$ cat config.mk
export PLATFORM = sky130hd
export DESIGN_NAME = ssru_top
export DESIGN_NICKNAME = d
export VERILOG_FILES = /design/src/logic/ssru_pkg.sv /design/src/logic/ssru_ring_if.sv /design/src/logic/ssru_ring_rot.sv /design/src/logic/ssru_top.sv
export SDC_FILE = /design/constraint.sdc
export NUM_CORES = 1
export LEC_CHECK = 0
export ABC_CLOCK_PERIOD_IN_PS = 28900
export BUFFER_PORTS_ARGS = -buffer_cell sky130_fd_sc_hd__buf_2
export CELL_PAD_IN_SITES_DETAIL_PLACEMENT = 1
export CELL_PAD_IN_SITES_GLOBAL_PLACEMENT = 1
export CORE_MARGIN = 2
export CORE_UTILIZATION = 30
export DETAILED_ROUTE_END_ITERATION = 7
export PLACE_DENSITY_LB_ADDON = 0.05
export REMOVE_ABC_BUFFERS = 1
export SLEW_MARGIN = 20
export SYNTH_ARGS = -nofsm -noshare
export SYNTH_HDL_FRONTEND = slang
export SYNTH_HIERARCHICAL = 1
export SYNTH_SLANG_ARGS = --single-unit
export TNS_END_PERCENT = 100
$ cat constraint.sdc
create_clock -name sys_clk_i -period 28.9 [get_ports sys_clk_i]
set_clock_uncertainty 0.05 [all_clocks]
set_input_delay 5.78 -clock sys_clk_i [delete_from_list [all_inputs] [get_ports sys_clk_i]]
set_output_delay 5.78 -clock sys_clk_i [all_outputs]
set_load 0.01 [all_outputs]
$ cat src/logic/ssru_pkg.sv
package ssru_pkg;

	// ==========================================================
	// operand geometry
	localparam int          WORD_W      = 16;
	localparam int          DWORD_W     = 32;
	localparam int          AMT_W       = 6;
	localparam logic [15:0] WORD_MOD    = 16'h0010;
	localparam logic [15:0] WORD_C_MOD  = 16'h0011;
	localparam logic [15:0] DWORD_MOD   = 16'h0020;
	localparam logic [15:0] DWORD_C_MOD = 16'h0021;
	localparam logic [15:0] COUNT_ONE   = 16'h0001;

	// ==========================================================
	// values after reset
	localparam logic [15:0] DEST_RST    = 16'h0000;
	localparam logic        CARRY_RST   = 1'b0;
	localparam logic        DONE_RST    = 1'b0;

	// ==========================================================
	// operation codes
	typedef enum logic [3:0] {
		WORD_ROTATE_RIGHT          = 4'h0,
		WORD_ROTATE_LEFT           = 4'h1,
		WORD_CARRY_ROTATE_RIGHT    = 4'h2,
		WORD_CARRY_ROTATE_LEFT     = 4'h3,
		DOUBLE_ROTATE_RIGHT        = 4'h4,
		DOUBLE_ROTATE_LEFT         = 4'h5,
		DOUBLE_CARRY_ROTATE_RIGHT  = 4'h6,
		DOUBLE_CARRY_ROTATE_LEFT   = 4'h7,
		WORD_LOGICAL_RIGHT_SHIFT   = 4'h8,
		WORD_LOGICAL_LEFT_SHIFT    = 4'h9,
		DOUBLE_LOGICAL_RIGHT_SHIFT = 4'ha,
		DOUBLE_LOGICAL_LEFT_SHIFT  = 4'hb
	} ssru_op_e;

endpackage

$ cat src/logic/ssru_ring_if.sv
`timescale 1ns/1ps

// ==========================================================
// one rotator ring: operand, reduced amount, direction, result
interface ssru_ring_if #(
	parameter int W = 16
);
	logic [W-1:0]             ring_in;
	logic [W-1:0]             ring_out;
	logic [ssru_pkg::AMT_W-1:0] amount;
	logic                     left;

	modport user (
		output ring_in,
		output amount,
		output left,
		input  ring_out
	);

	modport rot (
		input  ring_in,
		input  amount,
		input  left,
		output ring_out
	);
endinterface

$ cat src/logic/ssru_ring_rot.sv
`timescale 1ns/1ps

// ==========================================================
// barrel rotator over a ring of any width
module ssru_ring_rot (
	// ring
	ssru_ring_if.rot r
);
	localparam int W = $bits(r.ring_in);

	logic [2*W-1:0] dbl;
	logic [2*W-1:0] moved;

	// amount must already be below W; the caller reduces it
	always_comb begin
		dbl = {r.ring_in, r.ring_in};
		if (r.left) begin
			moved      = dbl << r.amount;
			r.ring_out = moved[2*W-1:W];
		end else begin
			moved      = dbl >> r.amount;
			r.ring_out = moved[W-1:0];
		end
	end
endmodule

$ cat src/logic/ssru_top.sv
`timescale 1ns/1ps

// Summary of operation
// - operation acts only while enable is high
// - word carry rotate right over 17-bit ring
// - word carry rotate left over 17-bit ring
// - double rotate right, carry gets last bit
// - double rotate left, carry gets result lsb
// - double carry rotate right over 33-bit ring
// - double carry rotate left over 33-bit ring
// - word shift right, zero fill high
// - word shift left, zero fill low
// - double shift right, zero fill high
// - word rotate right, carry gets last bit
// - word rotate left, carry gets result lsb
// - double shift left, zero fill low
module ssru_top (
	// clock and reset
	input  logic                sys_clk_i,
	input  logic                rstn_i,
	// instruction
	input  logic                enable_i,
	input  ssru_pkg::ssru_op_e  op_i,
	input  logic [15:0]         source_value_lo_i,
	input  logic [15:0]         source_value_hi_i,
	input  logic [15:0]         shift_count_i,
	// results
	output logic [15:0]         dest_lo_o,
	output logic [15:0]         dest_hi_o,
	output logic                carry_flag_o,
	output logic                done_o
);

	// ==========================================================
	// operand forming
	logic [31:0] src_dword;
	logic        count_nz;
	logic [15:0] next_dest_lo;
	logic [15:0] next_dest_hi;
	logic        next_carry;

	assign src_dword = {source_value_hi_i, source_value_lo_i};
	// the count is taken as unsigned; a negative count is the program's fault
	assign count_nz  = |shift_count_i;

	// ==========================================================
	// rotator rings
	ssru_ring_if #(.W(16)) ring_w  ();
	ssru_ring_if #(.W(17)) ring_wc ();
	ssru_ring_if #(.W(32)) ring_d  ();
	ssru_ring_if #(.W(33)) ring_dc ();

	ssru_ring_rot u_rot_w  (.r(ring_w));
	ssru_ring_rot u_rot_wc (.r(ring_wc));
	ssru_ring_rot u_rot_d  (.r(ring_d));
	ssru_ring_rot u_rot_dc (.r(ring_dc));

	// modulo reduction keeps each rotator small at the cost of a divider per ring
	always_comb begin
		ring_w.ring_in  = source_value_lo_i;
		ring_w.amount   = ssru_pkg::AMT_W'(shift_count_i % ssru_pkg::WORD_MOD);
		ring_w.left     = (op_i == ssru_pkg::WORD_ROTATE_LEFT);
		ring_wc.ring_in = {carry_flag_o, source_value_lo_i};
		ring_wc.amount  = ssru_pkg::AMT_W'(shift_count_i % ssru_pkg::WORD_C_MOD);
		ring_wc.left    = (op_i == ssru_pkg::WORD_CARRY_ROTATE_LEFT);
		ring_d.ring_in  = src_dword;
		ring_d.amount   = ssru_pkg::AMT_W'(shift_count_i % ssru_pkg::DWORD_MOD);
		ring_d.left     = (op_i == ssru_pkg::DOUBLE_ROTATE_LEFT);
		ring_dc.ring_in = {carry_flag_o, src_dword};
		ring_dc.amount  = ssru_pkg::AMT_W'(shift_count_i % ssru_pkg::DWORD_C_MOD);
		ring_dc.left    = (op_i == ssru_pkg::DOUBLE_CARRY_ROTATE_LEFT);
	end

	// ==========================================================
	// result selection
	logic [31:0] dshift;

	always_comb begin
		next_dest_lo = dest_lo_o;
		next_dest_hi = dest_hi_o;
		next_carry   = carry_flag_o;
		dshift       = 32'h0000_0000;
		unique case (op_i)
			ssru_pkg::WORD_ROTATE_RIGHT: begin
				next_dest_lo = ring_w.ring_out;
				if (count_nz) begin
					next_carry = ring_w.ring_out[15];
				end
			end
			ssru_pkg::WORD_ROTATE_LEFT: begin
				next_dest_lo = ring_w.ring_out;
				if (count_nz) begin
					next_carry = ring_w.ring_out[0];
				end
			end
			ssru_pkg::WORD_CARRY_ROTATE_RIGHT,
			ssru_pkg::WORD_CARRY_ROTATE_LEFT: begin
				next_dest_lo = ring_wc.ring_out[15:0];
				next_carry   = ring_wc.ring_out[16];
			end
			ssru_pkg::DOUBLE_ROTATE_RIGHT: begin
				{next_dest_hi, next_dest_lo} = ring_d.ring_out;
				if (count_nz) begin
					next_carry = ring_d.ring_out[31];
				end
			end
			ssru_pkg::DOUBLE_ROTATE_LEFT: begin
				{next_dest_hi, next_dest_lo} = ring_d.ring_out;
				if (count_nz) begin
					next_carry = ring_d.ring_out[0];
				end
			end
			ssru_pkg::DOUBLE_CARRY_ROTATE_RIGHT,
			ssru_pkg::DOUBLE_CARRY_ROTATE_LEFT: begin
				{next_dest_hi, next_dest_lo} = ring_dc.ring_out[31:0];
				next_carry                   = ring_dc.ring_out[32];
			end
			ssru_pkg::WORD_LOGICAL_RIGHT_SHIFT: begin
				next_dest_lo = (shift_count_i >= ssru_pkg::WORD_MOD) ? ssru_pkg::DEST_RST
				             : source_value_lo_i >> shift_count_i;
			end
			ssru_pkg::WORD_LOGICAL_LEFT_SHIFT: begin
				next_dest_lo = (shift_count_i >= ssru_pkg::WORD_MOD) ? ssru_pkg::DEST_RST
				             : source_value_lo_i << shift_count_i;
			end
			ssru_pkg::DOUBLE_LOGICAL_RIGHT_SHIFT: begin
				dshift = (shift_count_i >= ssru_pkg::DWORD_MOD) ? 32'h0000_0000
				       : src_dword >> shift_count_i;
				{next_dest_hi, next_dest_lo} = dshift;
			end
			ssru_pkg::DOUBLE_LOGICAL_LEFT_SHIFT: begin
				dshift = (shift_count_i >= ssru_pkg::DWORD_MOD) ? 32'h0000_0000
				       : src_dword << shift_count_i;
				{next_dest_hi, next_dest_lo} = dshift;
			end
			// unused codes change nothing
			default: begin
				next_dest_lo = dest_lo_o;
			end
		endcase
	end

	// ==========================================================
	// destination and flag registers
	// destination and carry write only when enabled; done is written every cycle
	always_ff @(posedge sys_clk_i) begin
		if (!rstn_i) begin
			dest_lo_o <= ssru_pkg::DEST_RST;
			dest_hi_o <= ssru_pkg::DEST_RST;
		end else if (enable_i) begin
			dest_lo_o <= next_dest_lo;
			dest_hi_o <= next_dest_hi;
		end
	end

	always_ff @(posedge sys_clk_i) begin
		if (!rstn_i) begin
			carry_flag_o <= ssru_pkg::CARRY_RST;
		end else if (enable_i) begin
			carry_flag_o <= next_carry;
		end
	end

	always_ff @(posedge sys_clk_i) begin
		if (!rstn_i) begin
			done_o <= ssru_pkg::DONE_RST;
		end else begin
			done_o <= enable_i;
		end
	end
endmodule

==> flow_summary_export.csv, run 1 <==
group,metric,value,unit
die,fp.dieH,315,µm
synth,synth_cell_types,123,
clock_network,cts.path.max_buffers,2,
global_routing,grt_start_max_net_pins,129,
die,dieArea,99000,µm²
timing,max_freq,0.0488,GHz
routing,ant_nets,0,
die,core,95300,µm²
clock_network,path_clk_slew,80,ps
placed_design,post-dp-hpwl,119000,µm
hold_path,hold_class,"flop to flop",
timing,finalWorstSetupSlack,8390,ps
critical_path,r2r_slack,24390,ps
routing,route.met2.wl,76600,µm
routing,vias,34700,
timing,hold_viol,0,
clock_network,cts_setup_buffers,0,
timing,maxSlewViolCount,7,
routing,firstDrtPassIters,6,
cells_and_area,area_growth,3.91,%
placed_design,place_congestion,1.01,
critical_path,worstSetupPathType,"input pin to flop",
clock_network,cts-hold-fix-buffers,0,
clock_network,clock_sinks,34,
cells_and_area,final_net_count,3730,
timing,period_share,0.710,
timing,finalCriticalPeriod,20510,ps
pwr,power_density,151,nW/µm²
routing,wl_met1,73800,µm
clock_network,cts_tree,"done",
timing,tns,0,ps
synth,synth_area,29000,µm²
routing,avgViaCountPerCell,7.02,
global_routing,grt_pass1_wl,249000,µm
critical_path,crit_start,"shift_count_i[15]",
timing,slew_headroom,-0.160,
timing,rsz0062_at_grt,"no",
hold_path,hold_depth,2,
pwr,leakagePower,10.4,nW
die,rows,113,
placed_design,io_buffers,88,
routing,wirelength,171000,µm
outcome,violations,"slew limit",
synth,synth_area_leaders,"mux4_2, mux2i_1, mux2_2, o21ai_0, nor2_1",
critical_path,cpMostUsedCell,"o211ai_1",
synth,synth_enable_flop_cells,0,
hold_path,hold_end,"dest_lo_o[1]",
synth,synth_seq_area_share,0.0235,
synth,yosysWarnings,6,
clock_network,cts-buffers-inserted,5,
critical_path,startpoint_type,"input pin",
clock_network,cts_resized,0,
synth,syn_avg_cell_area,7.46,µm²
timing,worstMarginPinSlew,1730,ps
clock_network,cts-root-buf,"clkbuf_16",
outcome,status,"finished with violations",
placed_design,pre_cts_slack,8310,ps
global_routing,track_usage,0.332,
critical_path,path_delay_family,"compound AO/OA/AOI/OAI gates",
timing,whs,417,ps
clock_network,clk_latency,300,ps
routing,wl_per_cell,34.6,µm
critical_path,r2r_cells,13,
critical_path,regToRegStartpoint,"carry_flag_o",
synth,ys.flop_type,"dfxtp_1",
routing,drc,0,
hold_path,min-delay-start,"dest_lo_o[1]",
global_routing,gr-total-overflow,0,
synth,synth_top_area_frac,0.161,
die,die_x,315,µm
critical_path,end_kind,"flop",
synth,syn_inst,3883,
die,initial_core_util,0.304,
clock_network,htreeDepth,2,
critical_path,cpMaxStageDelayCell,"buf_4",
timing,finalSetupViolations,0,
run,cap_violations,0,
pwr,ir_drop,0.117,mV
critical_path,arrival,20650,ps
cells_and_area,drive_above_1_share,0.196,
placed_design,place_inst,4925,
critical_path,crit_buf_inv,4,
synth,async_reset_ff_frac,0,
synth,ys_ff_latch,34,
routing,drt-initial-drc-count,3946,
critical_path,worst-path-max-fanout,64,
global_routing,grt_pass1_vias,34300,
cells_and_area,fin_cells,4937,
routing,wl_met3,12700,µm
critical_path,r2r_end,"dest_lo_o[2]",
critical_path,crit_path_max_incr_delay,850,ps
routing,route.top_layer_used,"met4",
global_routing,antenna_found_initial,6,
die,ios,89,
critical_path,cp.required,29040,ps
synth,yosysTopAreaCell,"mux4_2",
[tightest hold or removal path, cell delays in order (launching register included)]
cell and delay, ps:
dfxtp_1 310, nand2_1 50, a21boi_0 60
[report_power, final]
part	total (mW)	internal (mW)	switching (mW)
combinational	4.43	1.57	2.87
sequential	0.0584	0.0533	0.00510
clock	0.0612	0.0322	0.0290
total	4.55	1.65	2.90
[placed cells by master (no fill, tap or decap), types with 69 or more instances in the layout]
cell,netlist,layout
nand3_1,79,79
buf_2,74,83
a211oi_1,76,75
mux2i_1,298,294
o211ai_1,80,80
o21ai_0,299,298
mux2_2,174,174
buf_4,35,106
mux4_2,207,207
nand2b_1,69,69
o22ai_1,72,72
nor2_1,375,373
a21oi_1,236,236
nor3_1,100,98
nand2_1,362,362
[final cells by class]
| class | instances | area [µm²] |
|---|---|---|
| well taps | 1265 | 1580 |
| multi-input cells | 3364 | 26100 |
| repair buffers | 197 | 1350 |
| inverters | 65 | 244 |
| fillers | 11600 | 65200 |
| clock inverters | 3 | 21.3 |
| diodes | 4 | 10.0 |
| flip-flops and latches | 34 | 682 |
| clock buffers | 5 | 125 |
[cells in the mapped netlist, types with 20 or more instances]
cell      instances
nor4_1           23
clkbuf_1        244
a221oi_1         39
a211oi_1         76
nand2_1         362
nor2_1          375
xnor2_1          24
inv_1            47
buf_2            74
buf_1            38
o22ai_1          72
nand2b_1         69
o21ai_0         299
buf_4            35
dfxtp_1          34
mux2i_1         298
a31oi_1          50
o211ai_1         80
a22oi_1          33
a21oi_1         236
or3_1            30
nor2b_1          52
nor3_1          100
buf_6            22
or2_2            27
and3_1           27
nand3_1          79
and2_1           38
o221ai_1         49
nand4_1          22
mux2_2          174
mux4_2          207
a211o_1          26
a22o_1           20
a32oi_1          20
o31ai_1          25
o21a_1           24
a21boi_0         27
o221a_2          22
[worst max path at each step]
stage / to / slack (ps) / cells after the start
after global routing: dest_lo_o[0] / 7260 / 47
after detailed placement: dest_lo_o[0] / 8310 / 47
after CTS: dest_lo_o[0] / 8590 / 47
after global placement: dest_lo_o[0] / 8570 / 48
final: dest_lo_o[0] / 8390 / 47
after floorplan: dest_lo_o[0] / 4450 / 44
[flip-flops by register name, indices dropped and copies added, names as in the netlist]
signal        flops
dest_hi_o        16
dest_lo_o        16
carry_flag_o      1
done_o            1
[cells by family after synthesis]
logic type | after synthesis | synth area share
and+or+nand+nor | 1270 | 0.209
xor gates and xnor gates | 26 | 0.00786
adders and majority gates | 12 | 0.00488
other | 1 | 0.000129
muxes | 698 | 0.347
DFF | 34 | 0.0235
buffers and inverters | 491 | 0.0822
AOI/OAI and AO/OA | 1351 | 0.326
[per-layer routing]
layer,GRT usage,vias to the layer above
li1,-,14800
met1,0.454,17800
met2,0.533,1701
met3,0.0403,380
met4,0.128,0
met5,0,-
[through the flow]
step	total power, mW	util	area (µm²)
floorplan	3.07	-	26900
global placement	4.35	0.314	29900
detailed placement	4.35	0.314	29900
CTS	4.43	0.316	30100
global route	4.76	0.316	30100
finish	4.55	0.316	30100
No activity file was read; power rests on OpenSTA's default activity.
==> run 2, diff against run 1 <==
--- a/config.mk
+++ b/config.mk
@@ -5,7 +5,7 @@
 export SDC_FILE = /design/constraint.sdc
 export NUM_CORES = 1
 export LEC_CHECK = 0
-export ABC_CLOCK_PERIOD_IN_PS = 28900
+export ABC_CLOCK_PERIOD_IN_PS = 21400
 export BUFFER_PORTS_ARGS = -buffer_cell sky130_fd_sc_hd__buf_2
 export CELL_PAD_IN_SITES_DETAIL_PLACEMENT = 1
 export CELL_PAD_IN_SITES_GLOBAL_PLACEMENT = 1
==> constraint.sdc (replaced) <==
create_clock -name sys_clk_i -period 21.4 [get_ports sys_clk_i]
set_clock_uncertainty 0.05 [all_clocks]
set_input_delay 4.28 -clock sys_clk_i [delete_from_list [all_inputs] [get_ports sys_clk_i]]
set_output_delay 4.28 -clock sys_clk_i [all_outputs]
set_load 0.01 [all_outputs]
==> run 2 against run 1 <==
Against the previous run:
- the run still ends with slew limit left
- non-clock buffer count rose by 1
- via count rose by 0.37%
- highest routed layer is now met5
- largest power group unchanged
- critical path depth fell by 3
- sequential power rose by 34%
- sequential cell count did not move
- core utilization fell by 0.054 points
- setup slack got worse by 5300 ps
- combinational power rose by 35%
==> flow_summary_export.csv, run 2 (synthesis results as in run 1) <==
group,metric,value,unit
global_routing,track_usage,0.339,
timing,maxSlewViolCount,7,
critical_path,cpMostUsedCell,"a21oi_1",
critical_path,r2r_slack,16870,ps
die,rows,113,
timing,hold_viol,0,
timing,worstMarginPinSlew,1600,ps
global_routing,gr-total-overflow,0,
pwr,p_switching,3.92,mW
cells_and_area,area_growth,3.73,%
die,die_x,315,µm
hold_path,hold_class,"flop to flop",
critical_path,cp.required,21570,ps
placed_design,post-dp-hpwl,122000,µm
die,fp.dieH,315,µm
routing,wirelength,174000,µm
cells_and_area,final_common_cell,"nor2_1",
global_routing,antenna_found_initial,9,
critical_path,end_kind,"flop",
pwr,ir_drop,0.225,mV
clock_network,cts-buffers-inserted,5,
outcome,status,"finished with violations",
clock_network,cts-hold-fix-buffers,0,
timing,period_share,0.854,
clock_network,cts_setup_buffers,0,
cells_and_area,final_net_count,3731,
critical_path,path_delay_family,"compound AO/OA/AOI/OAI gates",
cells_and_area,final_cell_mix,"nor2_1, nand2_1, o21ai_0",
placed_design,place_congestion,1.00,
placed_design,place_inst,4926,
critical_path,worst-path-max-fanout,55,
timing,slew_headroom,-0.0778,
clock_network,path_clk_slew,60,ps
routing,drc,0,
die,ios,89,
critical_path,worst-path-stages,44,
critical_path,arrival,18440,ps
timing,max_freq,0.0547,GHz
pwr,pwr-share-seq,0.013,
critical_path,cpMaxStageDelayCell,"o21ai_0",
critical_path,r2r_end,"dest_lo_o[10]",
critical_path,regToRegStartpoint,"carry_flag_o",
placed_design,placed_area,29900,µm²
cells_and_area,drive_above_1_share,0.196,
routing,ant_nets,0,
routing,avgViaCountPerCell,7.05,
clock_network,cts-root-buf,"clkbuf_16",
die,initial_core_util,0.304,
die,dieArea,99000,µm²
timing,finalCriticalPeriod,18270,ps
critical_path,endpoint,"dest_lo_o[2]",
pwr,p_clk_frac,0.013,
global_routing,grt_pass1_wl,253000,µm
routing,firstDrtPassIters,7,
cells_and_area,fin_cells,4935,
critical_path,crit_buf_inv,3,
pwr,p_int,2.23,mW
global_routing,grt_start_max_net_pins,125,
outcome,violations,"slew limit",
critical_path,crit_path_max_incr_delay,700,ps
timing,finalSetupViolations,0,
critical_path,startpoint_type,"input pin",
cells_and_area,reg_top3,"dest_hi_o x16, dest_lo_o x16",
clock_network,clk_latency,320,ps
clock_network,htreeDepth,2,
clock_network,clock_sinks,34,
pwr,pwr-share-comb,0.974,
global_routing,grt_pass1_vias,34900,
placed_design,io_buffers,88,
clock_network,cts_resized,0,
timing,rsz0062_at_grt,"no",
pwr,power_density,205,nW/µm²
die,core,95300,µm²
clock_network,cts.path.max_buffers,2,
run,cap_violations,0,
routing,vias,34800,
routing,drt-initial-drc-count,3850,
critical_path,crit_start,"shift_count_i[15]",
routing,wl_per_cell,35.3,µm
critical_path,worstSetupPathType,"input pin to flop",
clock_network,cts_tree,"done",
pwr,leakagePower,10.4,nW
pwr,sw_frac_of_total,0.637,
cells_and_area,postLayoutCellArea,30000,µm²
critical_path,r2r_cells,14,
run 2: final cells by class:
cell class	instances	area (µm²)
multi-input combinational	3364	26100
clock inverter	2	10.0
sequential	34	682
timing repair buffer	198	1320
tap	1265	1580
clock buffer	5	125
antenna	2	5.00
inverter	65	244
fill	11600	65200
run 2: routing by layer:
| layer | GRT usage | wire (µm) | vias to the layer above |
|---|---|---|---|
| met2 | 0.537 | 78300 | 1687 |
| met1 | 0.466 | 76300 | 17900 |
| li1 | - | - | 14800 |
| met3 | 0.0381 | 11700 | 342 |
| met4 | 0.142 | 7870 | 6 |
| met5 | 0 | 40 | - |
run 2: how the worst min path moves through the flow:
stage                  startpoint       endpoint  slack, ps  depth (start not counted)
finish              dest_lo_o[15]  dest_lo_o[15]        420                          2
detailed placement   dest_lo_o[5]   dest_lo_o[5]        410                          2
floorplan           dest_lo_o[12]  dest_lo_o[12]        440                          2
CTS                  dest_lo_o[5]   dest_lo_o[5]        420                          2
global placement     dest_lo_o[7]   dest_lo_o[7]        410                          2
global route        dest_lo_o[15]  dest_lo_o[15]        440                          2
run 2: power groups by stage:
stage | clock (mW) | combinational (mW) | sequential [mW]
after floorplan | 0 | 4.06 | 0.0822
after global placement | 0 | 5.84 | 0.0796
after detailed placement | 0 | 5.84 | 0.0798
after CTS | 0.0811 | 5.86 | 0.0785
after global routing | 0.0822 | 6.30 | 0.0792
final | 0.0806 | 5.99 | 0.0784
run 2: stage by stage:
stage               hold WS (ps)  TNS, ps  utilization  power (mW)  setup slack [ps]
finish                       417        0        0.315        6.15              3130
global route                 443        0        0.315        6.46              2210
CTS                          420        0        0.315        6.02              3400
detailed placement           411        0        0.314        5.92              3150
global placement             405        0        0.314        5.92              3460
floorplan                    435   -38110            -        4.14             -1550
run 2: tightest hold or removal path, cell delays in order, from the launching register on:
cell      delay, ps
dfxtp_1         310
nand2_1          50
a21boi_0         60
